**config.mk**
```make
export PLATFORM = sky130hd
export DESIGN_NAME = iosr_reporter
export DESIGN_NICKNAME = d
export VERILOG_FILES = /design/src/hw/iosr_pkg.sv /design/src/hw/iosr_ms_timer.sv /design/src/hw/iosr_reporter.sv
export SDC_FILE = /design/constraint.sdc
export NUM_CORES = 1
export LEC_CHECK = 0
export ABC_CLOCK_PERIOD_IN_PS = 2810
export BUFFER_PORTS_ARGS = -buffer_cell sky130_fd_sc_hd__buf_2
export CORE_ASPECT_RATIO = 1.25
export CORE_MARGIN = 1
export CORE_UTILIZATION = 47
export CTS_CLUSTER_DIAMETER = 120
export CTS_CLUSTER_SIZE = 16
export DETAILED_ROUTE_END_ITERATION = 10
export GPL_ROUTABILITY_DRIVEN = 0
export PLACE_DENSITY = 0.79
export REMOVE_ABC_BUFFERS = 1
export SLEW_MARGIN = 20
export SYNTH_ARGS = -nofsm -noshare
export SYNTH_HDL_FRONTEND = slang
export SYNTH_SLANG_ARGS = --single-unit
export TNS_END_PERCENT = 1
```
**constraint.sdc**
```tcl
create_clock -name i_clk -period 2.81 [get_ports i_clk]
set_clock_uncertainty 0.1 [all_clocks]
set_input_delay 0.562 -clock i_clk [delete_from_list [all_inputs] [get_ports i_clk]]
set_output_delay 0.562 -clock i_clk [all_outputs]
set_load 0.02 [all_outputs]
```
**src/hw/iosr_pkg.sv**
```systemverilog
// package for the i/o sample reporter: widths, codes, timing constants
// assumes a 125 MHz clock and byte-wide record output
package iosr_pkg;
  localparam int unsigned DIG_LINES     = 13;
  localparam int unsigned ANA_CHANS     = 6;
  localparam int unsigned ADC_W         = 16;
  localparam int unsigned CLK_HZ        = 125_000_000;
  localparam int unsigned MS_PER_S      = 1000;
  localparam int unsigned CYC_PER_MS    = CLK_HZ / MS_PER_S;
  localparam logic [7:0]  SAMPLE_SETS   = 8'h01;
  localparam logic [7:0]  FIELD_SEP     = 8'h0D;
  localparam logic [7:0]  ERR_CODE      = 8'hEE;
  localparam logic [2:0]  PIN_ANALOG    = 3'h2;
  localparam logic [2:0]  PIN_DIG_MON   = 3'h3;
  localparam logic [2:0]  PIN_DIG_UNMON = 3'h0;

  typedef enum logic [1:0] {
    IOSR_SRC_QUERY,
    IOSR_SRC_PERIOD,
    IOSR_SRC_CHANGE
  } iosr_src_t;

  // record byte stream towards the serial or radio path
  typedef struct packed {
    logic       valid;
    logic       last;
    logic       err;
    logic       remote;
    logic [7:0] data;
  } iosr_byte_t;

  typedef struct packed {
    logic [31:0] high;
    logic [31:0] low;
  } iosr_dest_t;
endpackage

```
**src/hw/iosr_ms_timer.sv**
```systemverilog
// millisecond period timer for periodic sampling
// assumes the clock rate given in the package
`timescale 1ns/1ps
module iosr_ms_timer #(
  parameter int unsigned CYC_PER_MS = iosr_pkg::CYC_PER_MS
) (
  input  wire logic        i_clk,
  input  wire logic        i_rst,
  input  wire logic        i_restart,
  input  wire logic [15:0] i_period_ms,
  output logic             o_tick
);
  logic [31:0] cyc_reg;
  logic [31:0] cyc_next;
  logic [15:0] ms_reg;
  logic [15:0] ms_next;
  logic        tick_next;

  always_comb begin
    cyc_next  = cyc_reg;
    ms_next   = ms_reg;
    tick_next = 1'b0;
    if (i_restart || i_period_ms == 16'h0000) begin
      cyc_next = 32'h0000_0000;
      ms_next  = 16'h0000;
    end else if (cyc_reg == CYC_PER_MS - 1) begin
      cyc_next = 32'h0000_0000;
      if (ms_reg + 16'h0001 >= i_period_ms) begin
        ms_next   = 16'h0000;
        tick_next = 1'b1;
      end else begin
        ms_next = ms_reg + 16'h0001;
      end
    end else begin
      cyc_next = cyc_reg + 32'h0000_0001;
    end
  end

  always_ff @(posedge i_clk) begin
    if (i_rst) begin
      cyc_reg <= 32'h0000_0000;
      ms_reg  <= 16'h0000;
      o_tick  <= 1'b0;
    end else begin
      cyc_reg <= cyc_next;
      ms_reg  <= ms_next;
      o_tick  <= tick_next;
    end
  end
endmodule

```
**src/hw/iosr_reporter.sv**
```systemverilog
// i/o sample reporter: builds sample records from digital lines and adc
// values and streams them byte by byte
// assumes pins, configs and adc values are synchronous to i_clk
//
// Behaviour
// - query with no digital or analog input configured answers an error
// - first record field is the sample set count, always one
// - digital mask bits 0..12 map lines 0..12, set when enabled
// - analog mask bits 0..5 map channels 0..5, set when enabled
// - two-byte digital state word only when some digital line enabled
// - two bytes per enabled analog channel, ascending, disabled skipped
// - command-mode query returns fields separated by carriage returns
// - period zero gives no periodic samples
// - nonzero period samples every that many ms, sent to remote
// - transmitted records address destination from high and low settings
// - received records forwarded only in framed host mode, else dropped
// - no sample data without at least one input pin configured
// - when sleeping enabled, periodic samples only until wake hold expires
// - edge on a change-mask line configured as digital input triggers an immediate record
// - change detection works only while awake
// - periodic sampling produces a sample upon waking
// - pin config two makes an analog-capable pin an analog input
`timescale 1ns/1ps
module iosr_reporter #(
  parameter int unsigned DIG_LINES  = iosr_pkg::DIG_LINES,
  parameter int unsigned ANA_CHANS  = iosr_pkg::ANA_CHANS,
  parameter int unsigned CYC_PER_MS = iosr_pkg::CYC_PER_MS
) (
  input  wire logic                     i_clk,
  input  wire logic                     i_rst,
  input  wire logic [DIG_LINES*3-1:0]   i_pin_cfg,
  input  wire logic [DIG_LINES-1:0]     i_dig_in,
  input  wire logic [ANA_CHANS*16-1:0]  i_adc,
  input  wire logic                     i_query_inputs_cmd,
  input  wire logic                     i_cmd_mode,
  input  wire logic [15:0]              i_sample_period_ms,
  input  wire logic [DIG_LINES-1:0]     i_change_mask,
  input  wire logic [31:0]              i_dest_addr_high,
  input  wire logic [31:0]              i_dest_addr_low,
  input  wire logic                     i_sleep_en,
  input  wire logic                     i_awake,
  input  wire logic                     i_wake_hold_done,
  input  wire logic                     i_framed_host_mode,
  input  wire iosr_pkg::iosr_byte_t     i_rx_rec,
  input  wire logic                     i_out_ready,
  output iosr_pkg::iosr_byte_t          o_rec,
  output iosr_pkg::iosr_dest_t          o_dest,
  output logic                          o_busy,
  output iosr_pkg::iosr_byte_t          o_host_rec
);
  // ==========================================================
  // configuration decode
  function automatic logic is_dig(input logic [2:0] c);
    is_dig = (c == iosr_pkg::PIN_DIG_UNMON) ||
             (c == iosr_pkg::PIN_DIG_MON);
  endfunction

  logic [DIG_LINES-1:0] dig_mask;
  logic [ANA_CHANS-1:0] ana_mask;
  always_comb begin
    for (int i = 0; i < DIG_LINES; i++)
      dig_mask[i] = is_dig(i_pin_cfg[i*3 +: 3]);
    for (int i = 0; i < ANA_CHANS; i++)
      ana_mask[i] = (i_pin_cfg[i*3 +: 3] == iosr_pkg::PIN_ANALOG);
  end
  wire any_in = (|dig_mask) || (|ana_mask);

  // ==========================================================
  // triggers
  typedef enum {
    FLD_IDLE,
    FLD_ERR,
    FLD_SETS,
    FLD_DMASK_H,
    FLD_DMASK_L,
    FLD_AMASK,
    FLD_DIG_H,
    FLD_DIG_L,
    FLD_ANA_H,
    FLD_ANA_L
  } iosr_state_t;

  iosr_state_t          fld_reg;
  iosr_state_t          fld_next;
  logic [DIG_LINES-1:0] prev_reg;
  logic                 awake_reg;
  logic                 pend_q_reg;
  logic                 pend_q_next;
  logic                 pend_t_reg;
  logic                 pend_t_next;
  logic                 tick;

  wire woke   = i_awake && !awake_reg;
  wire period_ok = (i_sample_period_ms != 16'h0000) &&
                   (!i_sleep_en || (i_awake && !i_wake_hold_done));
  wire change = i_awake &&
                (|((i_dig_in ^ prev_reg) & i_change_mask & dig_mask));
  wire wake_smp = woke && i_sleep_en &&
                  (i_sample_period_ms != 16'h0000);

  iosr_ms_timer #(
    .CYC_PER_MS (CYC_PER_MS)
  ) u_timer (
    .i_clk       (i_clk),
    .i_rst       (i_rst),
    .i_restart   (woke),
    .i_period_ms (i_sample_period_ms),
    .o_tick      (tick)
  );

  // ==========================================================
  // record builder
  iosr_pkg::iosr_byte_t rec_reg;
  iosr_pkg::iosr_byte_t rec_next;
  logic [DIG_LINES-1:0] dsnap_reg;
  logic [DIG_LINES-1:0] dsnap_next;
  logic [ANA_CHANS*16-1:0] asnap_reg;
  logic [ANA_CHANS*16-1:0] asnap_next;
  logic [ANA_CHANS-1:0] arem_reg;
  logic [ANA_CHANS-1:0] arem_next;
  logic [2:0]           ch_reg;
  logic [2:0]           ch_next;
  logic                 cmd_reg;
  logic                 cmd_next;
  logic                 sep_reg;
  logic                 sep_next;
  // digital mask frozen with the data, so a config change mid-record
  // cannot split mask and state word
  logic [DIG_LINES-1:0] dmsk_reg;
  logic [DIG_LINES-1:0] dmsk_next;

  function automatic logic [2:0] low_set(input logic [ANA_CHANS-1:0] m);
    low_set = 3'h0;
    for (int i = ANA_CHANS - 1; i >= 0; i--)
      if (m[i]) low_set = i[2:0];
  endfunction

  // next field after the analog mask byte, skipping absent fields
  function automatic iosr_state_t after_amask(
    input logic [DIG_LINES-1:0] d, input logic [ANA_CHANS-1:0] a);
    if (|d) after_amask = FLD_DIG_H;
    else if (|a) after_amask = FLD_ANA_H;
    else after_amask = FLD_IDLE;
  endfunction

  wire [DIG_LINES-1:0] dig_now = i_dig_in & dig_mask;
  wire [15:0] dword = 16'(dsnap_reg);
  wire [15:0] aword = asnap_reg[ch_reg*16 +: 16];
  wire [15:0] dmw   = 16'(dmsk_reg);
  wire        adv   = !rec_reg.valid || i_out_ready;

  always_comb begin
    fld_next    = fld_reg;
    dmsk_next   = dmsk_reg;
    rec_next    = rec_reg;
    dsnap_next  = dsnap_reg;
    asnap_next  = asnap_reg;
    arem_next   = arem_reg;
    ch_next     = ch_reg;
    cmd_next    = cmd_reg;
    sep_next    = sep_reg;
    pend_q_next = pend_q_reg || i_query_inputs_cmd;
    pend_t_next = pend_t_reg || (tick && period_ok) || change || wake_smp;
    if (rec_reg.valid && i_out_ready)
      rec_next.valid = 1'b0;
    if (adv) begin
      // separator bytes between fields in command mode
      if (sep_reg && fld_reg != FLD_IDLE) begin
        rec_next.valid = 1'b1;
        rec_next.last  = 1'b0;
        rec_next.data  = iosr_pkg::FIELD_SEP;
        sep_next       = 1'b0;
      end else begin
        case (fld_reg)
          FLD_IDLE: begin
            if (pend_q_reg) begin
              pend_q_next = i_query_inputs_cmd;
              cmd_next    = i_cmd_mode;
              rec_next.remote = 1'b0;
              fld_next = any_in ? FLD_SETS : FLD_ERR;
            end else if (pend_t_reg) begin
              pend_t_next = (tick && period_ok) || change || wake_smp;
              cmd_next    = 1'b0;
              rec_next.remote = 1'b1;
              if (any_in) fld_next = FLD_SETS;
            end
            dsnap_next = dig_now;
            asnap_next = i_adc;
            arem_next  = ana_mask;
            dmsk_next  = dig_mask;
          end
          FLD_ERR: begin
            rec_next = '{valid: 1'b1, last: 1'b1, err: 1'b1,
                         remote: 1'b0, data: iosr_pkg::ERR_CODE};
            fld_next = FLD_IDLE;
          end
          FLD_SETS: begin
            rec_next.valid = 1'b1;
            rec_next.last  = 1'b0;
            rec_next.err   = 1'b0;
            rec_next.data  = iosr_pkg::SAMPLE_SETS;
            sep_next = cmd_reg;
            fld_next = FLD_DMASK_H;
          end
          FLD_DMASK_H: begin
            rec_next.valid = 1'b1;
            rec_next.data  = dmw[15:8];
            fld_next = FLD_DMASK_L;
          end
          FLD_DMASK_L: begin
            rec_next.valid = 1'b1;
            rec_next.data  = dmw[7:0];
            sep_next = cmd_reg;
            fld_next = FLD_AMASK;
          end
          FLD_AMASK: begin
            rec_next.valid = 1'b1;
            rec_next.data  = 8'(arem_reg);
            fld_next = after_amask(dmsk_reg, arem_reg);
            rec_next.last = (fld_next == FLD_IDLE);
            sep_next = cmd_reg && (fld_next != FLD_IDLE);
            ch_next  = low_set(arem_reg);
          end
          FLD_DIG_H: begin
            rec_next.valid = 1'b1;
            rec_next.data  = dword[15:8];
            fld_next = FLD_DIG_L;
          end
          FLD_DIG_L: begin
            rec_next.valid = 1'b1;
            rec_next.data  = dword[7:0];
            fld_next = (|arem_reg) ? FLD_ANA_H : FLD_IDLE;
            rec_next.last = ~(|arem_reg);
            sep_next = cmd_reg && (|arem_reg);
          end
          FLD_ANA_H: begin
            rec_next.valid = 1'b1;
            rec_next.data  = aword[15:8];
            arem_next[ch_reg] = 1'b0;
            fld_next = FLD_ANA_L;
          end
          FLD_ANA_L: begin
            rec_next.valid = 1'b1;
            rec_next.data  = aword[7:0];
            ch_next = low_set(arem_reg);
            fld_next = (|arem_reg) ? FLD_ANA_H : FLD_IDLE;
            rec_next.last = ~(|arem_reg);
            sep_next = cmd_reg && (|arem_reg);
          end
          default: fld_next = FLD_IDLE;
        endcase
      end
    end
  end

  always_ff @(posedge i_clk) begin
    if (i_rst) begin
      fld_reg    <= FLD_IDLE;
      dmsk_reg   <= '0;
      rec_reg    <= '0;
      dsnap_reg  <= '0;
      asnap_reg  <= '0;
      arem_reg   <= '0;
      ch_reg     <= 3'h0;
      cmd_reg    <= 1'b0;
      sep_reg    <= 1'b0;
      pend_q_reg <= 1'b0;
      pend_t_reg <= 1'b0;
      // present levels, so release of reset shows no false edge
      prev_reg   <= i_dig_in;
      awake_reg  <= 1'b0;
    end else begin
      fld_reg    <= fld_next;
      dmsk_reg   <= dmsk_next;
      rec_reg    <= rec_next;
      dsnap_reg  <= dsnap_next;
      asnap_reg  <= asnap_next;
      arem_reg   <= arem_next;
      ch_reg     <= ch_next;
      cmd_reg    <= cmd_next;
      sep_reg    <= sep_next;
      pend_q_reg <= pend_q_next;
      pend_t_reg <= pend_t_next;
      // while asleep the lines are tracked so wake sees no stale edge
      prev_reg   <= i_dig_in;
      awake_reg  <= i_awake;
    end
  end

  // ==========================================================
  // destination and received-record forwarding
  iosr_pkg::iosr_dest_t dest_reg;
  iosr_pkg::iosr_byte_t host_reg;
  iosr_pkg::iosr_byte_t host_next;
  always_comb begin
    host_next       = i_rx_rec;
    host_next.valid = i_rx_rec.valid && i_framed_host_mode;
  end
  always_ff @(posedge i_clk) begin
    if (i_rst) begin
      dest_reg <= '0;
      host_reg <= '0;
    end else begin
      dest_reg <= '{high: i_dest_addr_high, low: i_dest_addr_low};
      host_reg <= host_next;
    end
  end

  assign o_rec      = rec_reg;
  assign o_dest     = dest_reg;
  assign o_busy     = (fld_reg != FLD_IDLE) || rec_reg.valid;
  assign o_host_rec = host_reg;
endmodule

```
==> run summary <==
- **result of the run** finished, violations left
- **violated checks** negative setup slack
- **die extent in y** 183 um
- **Post-Place Setup Slack** -0.441 ns
- **top area cells in the synthesized netlist** sky130_fd_sc_hd__dfxtp_1 47%, sky130_fd_sc_hd__nand2_1 9.1%, sky130_fd_sc_hd__a21oi_1 7.1%
- **stages on the worst setup path** 13
- **slowest CP cell** sky130_fd_sc_hd__a2111o_1
- **average wire per standard cell** 16.3 um
- **count of maximum capacitance violations** 0
- **worst reg2reg setup slack** -0.32 ns
- **origin of the critical flop-to-flop path** u_timer.ms_reg[2]$_SDFFE_PP0N_
- **main flop type after synthesis** sky130_fd_sc_hd__dfxtp_1
- **clock tree from TritonCTS** built
- **Residual DRC** 0
- **async set-or-reset flop fraction in the synthesized netlist** 0%
- **worst hold endpoint** prev_reg[2]$_DFF_P_
- **worst hold path depth** 1
- **H-tree depth** 1
- **Vias/cell** 5.40
- **drt first-iter violations** 777
- **Hold Path Origin** i_dig_in[2]
- **Final period util** 111%
- **top-count cell post-synth** sky130_fd_sc_hd__nand2_1
- **Pre-antenna DRT Iters** 5
- **Worst setup EP type** flop
- **Tightest Pin Transition** 0.880 ns
- **leakage** 6.64 nW
- **total grt overflow** 0
- **Final Util** 60.2%
- **Yosys cell types** 68
- **clock tree root driver cell** sky130_fd_sc_hd__clkbuf_16
- **DIE WIDTH** 147 um
- **antenna-violating nets left** 0
- **Yosys Warn Count** 0
- **post-detailed-routing wire length** 34,900 um
- **Hold Path Class** input pin to flop
- **biggest cell delay along the critical path** 0.47 ns
- **fraction of post-synthesis cell area in the top cell type by area** 47.1%
- **synthesis-to-layout area growth** 24.6%
- **end of the worst register-to-register path** u_timer.ms_reg[2]$_SDFFE_PP0N_
- **CP Launch Type** flop
- **HPWL reported at the end of detailed placement** 25,000 um
- **via count** 11,500
- **Setup CP Type** flop to flop
- **Cells after DPL** 2,109
- **clock latency of the later-clocked register in the worst-skew pair** 0.52 ns
- **cell depth of the worst flop-to-flop path** 13
- **clock tree sinks** 290
- **clock transition at the register clock pins on the worst setup and hold paths after CTS** 0.08 ns
- **CP top delay family** simple AND/OR/NAND/NOR gates
- **total power density per cell area** 737 mW/mm^2
- **critical path cell sequence** buf_4 > and3_1 > nand3_2 > nor2_2 > nand3_1 > xnor2_2 > ha_1 > nand4_1 > nor3_1 > a2111o_1 > a211o_4 > nor3b_2 > a21o_1
- **final number of hold-violating endpoints** 0
- **first-pass GRT wire length** 54,700 um
- **EDFF count, synth** 0
- **number of ports placed on the die boundary** 351
- **global-route usage over all layers** 25.1%
- **Period minus WS final** 3.13 ns
- **relative slew slack** 41.3%
- **pin count of the biggest net entering global routing** 191
- **Setup Viol. Count Final** 17
- **number of global-route vias before repair** 10,900
- **Avg Cell Area, Syn** 8.43 um^2
- **final std cells w/o fill** 2,139
- **instance count of the mapped netlist** 1,462
- **number of flip-flops and latches in the synthesized netlist** 290
- **initial antenna violation count** 4
- **placeable core region** 0.0255 mm^2
- **fraction of layout instances using a drive strength above 1** 27.0%
- **worst path bufs/invs** 1
- **flip-flop count of the largest register after layout** 96
- **unrepaired setup endpoints after global routing** yes
- **total die area** 0.0269 mm^2
- **CP max FO** 6
- **leading area contributor after synthesis** sky130_fd_sc_hd__dfxtp_1
- **cts bufs inserted** 22
- **Worst VDD drop** 589 uV
- **# rows** 65
- **required time of the worst setup path** 3.18 ns
- **Starting Density** 48.3%
- **Clock Tree Buf Depth** 3
- **Nets** 2,082
- **highest achievable clock rate** 320 MHz
- **count of port buffers added during placement** 350
- **data arrival time at the worst-slack endpoint** 3.50 ns
- **post-route worst setup slack** -0.317 ns
- **max-slew violation count** 0
- **Cell Area, Synth** 0.0123 mm^2
- **top cell types by occurrence after synthesis** 300 x sky130_fd_sc_hd__nand2_1, 290 x sky130_fd_sc_hd__dfxtp_1, 175 x sky130_fd_sc_hd__a21oi_1
- **sequential-to-total area share from yosys stat** 47.1%
## cell usage in the layout, fill, tap and decap left out, drive strengths merged, types with 4 or more instances in the layout
| master | netlist | layout |
|---|---|---|
| nand4 | 21 | 21 |
| a22oi | 9 | 9 |
| mux2i | 25 | 25 |
| nor4 | 17 | 17 |
| o21ai | 42 | 42 |
| nand2b | 12 | 12 |
| a21oi | 176 | 176 |
| nand3 | 51 | 51 |
| mux4 | 10 | 10 |
| inv | 33 | 34 |
| nor4b | 5 | 5 |
| xnor2 | 18 | 18 |
| o22ai | 4 | 4 |
| nor2 | 93 | 93 |
| ha | 18 | 18 |
| nor3b | 7 | 7 |
| mux2 | 5 | 5 |
| dfxtp | 290 | 290 |
| clkbuf | 70 | 23 |
| and3 | 10 | 10 |
| or2 | 4 | 4 |
| nand2 | 300 | 300 |
| a21boi | 4 | 4 |
| a211oi | 5 | 5 |
| or3 | 7 | 7 |
| buf | 12 | 397 |
| xor2 | 46 | 46 |
| o211ai | 5 | 5 |
| o221ai | 5 | 5 |
| a221oi | 5 | 5 |
| nor2b | 80 | 80 |
| a31oi | 8 | 8 |
| a21o | 11 | 11 |
| a22o | 9 | 9 |
| nor3 | 15 | 15 |
## per-stage QoR
stage / power (mW) / area [um^2] / hold WS, ns / TNS (ns)
after floorplan: 6.75 / 12000 / 0.321 / -334.52
after global placement: 8.40 / 14600 / 0.340 / -3.95
after detailed placement: 8.48 / 14600 / 0.346 / -5.62
after CTS: 11.3 / 15200 / 0.0611 / -2.00
after global routing: 12.0 / 15400 / 0.0584 / -6.44
final: 11.3 / 15400 / 0.0794 / -4.31
## repair_timing
| item | in CTS | in global routing |
|---|---|---|
| hold buffers | 0 | 0 |
| pin swaps | 13 | 8 |
| setup endpoints to repair | 17 | 17 |
| hold endpoints to repair | 0 | 0 |
| cloned | 1 | 0 |
| resized for setup | 18 | 24 |
| buffers inserted | 2 | 1 |
## kinds of logic (layout without fill, tap and decap cells)
kind of cell / count (synthesis) / in the layout / share of synthesized area, %
DFF: 290 / 290 / 47.1
other: 0 / 2 / 0
xor gates and xnor gates: 64 / 64 / 4.55
adders and majority gates: 18 / 18 / 1.83
AOI/OAI and AO/OA: 301 / 302 / 14.2
muxes: 40 / 40 / 4.31
buffers and inverters: 115 / 454 / 3.73
and+or+nand+nor: 634 / 634 / 24.3
## final cells by class
cell class	instances	area, um^2
antenna	2	5.00
sequential	290	5820
multi-input combinational	1058	6240
clock buffer	23	576
tap	335	419
inverter	33	124
clock inverter	1	16.3
timing repair buffer	397	2160
fill	2266	10200
## report_power, final
| part | leakage (nW) | switching (mW) | internal [mW] |
|---|---|---|---|
| sequential | 2.39 | 0.334 | 4.74 |
| clock | 0.291 | 1.44 | 1.46 |
| combinational | 3.96 | 2.15 | 1.20 |
| total | 6.64 | 3.92 | 7.40 |
## layer usage
layer / wire (um) / GRT usage, % / vias to the layer above / part of all wire, %
met1: 14300 / 31.1 / 5347 / 41
met4: 1220 / 9.67 / 4 / 3.5
met2: 17000 / 43.3 / 450 / 49
met5: 18 / 0 / - / 0.052
li1: - / - / 5663 / -
met3: 2340 / 4.30 / 83 / 6.7
## worst max path at each step
stage               slack (ns)                           start                        endpoint
detailed placement       -0.44  u_timer.ms_reg[4]$_SDFFE_PP0N_  u_timer.ms_reg[2]$_SDFFE_PP0N_
global placement         -0.32  u_timer.ms_reg[3]$_SDFFE_PP0N_  u_timer.ms_reg[2]$_SDFFE_PP0N_
global route             -0.46  u_timer.ms_reg[9]$_SDFFE_PP0N_  u_timer.ms_reg[2]$_SDFFE_PP0N_
floorplan                -2.66         fld_reg[2]$_SDFFE_PP0P_            cmd_reg$_SDFFE_PP0P_
finish                   -0.32  u_timer.ms_reg[2]$_SDFFE_PP0N_  u_timer.ms_reg[2]$_SDFFE_PP0N_
CTS                      -0.16  u_timer.ms_reg[3]$_SDFFE_PP0N_  u_timer.ms_reg[2]$_SDFFE_PP0N_
No activity file was read; power rests on OpenSTA's default activity.
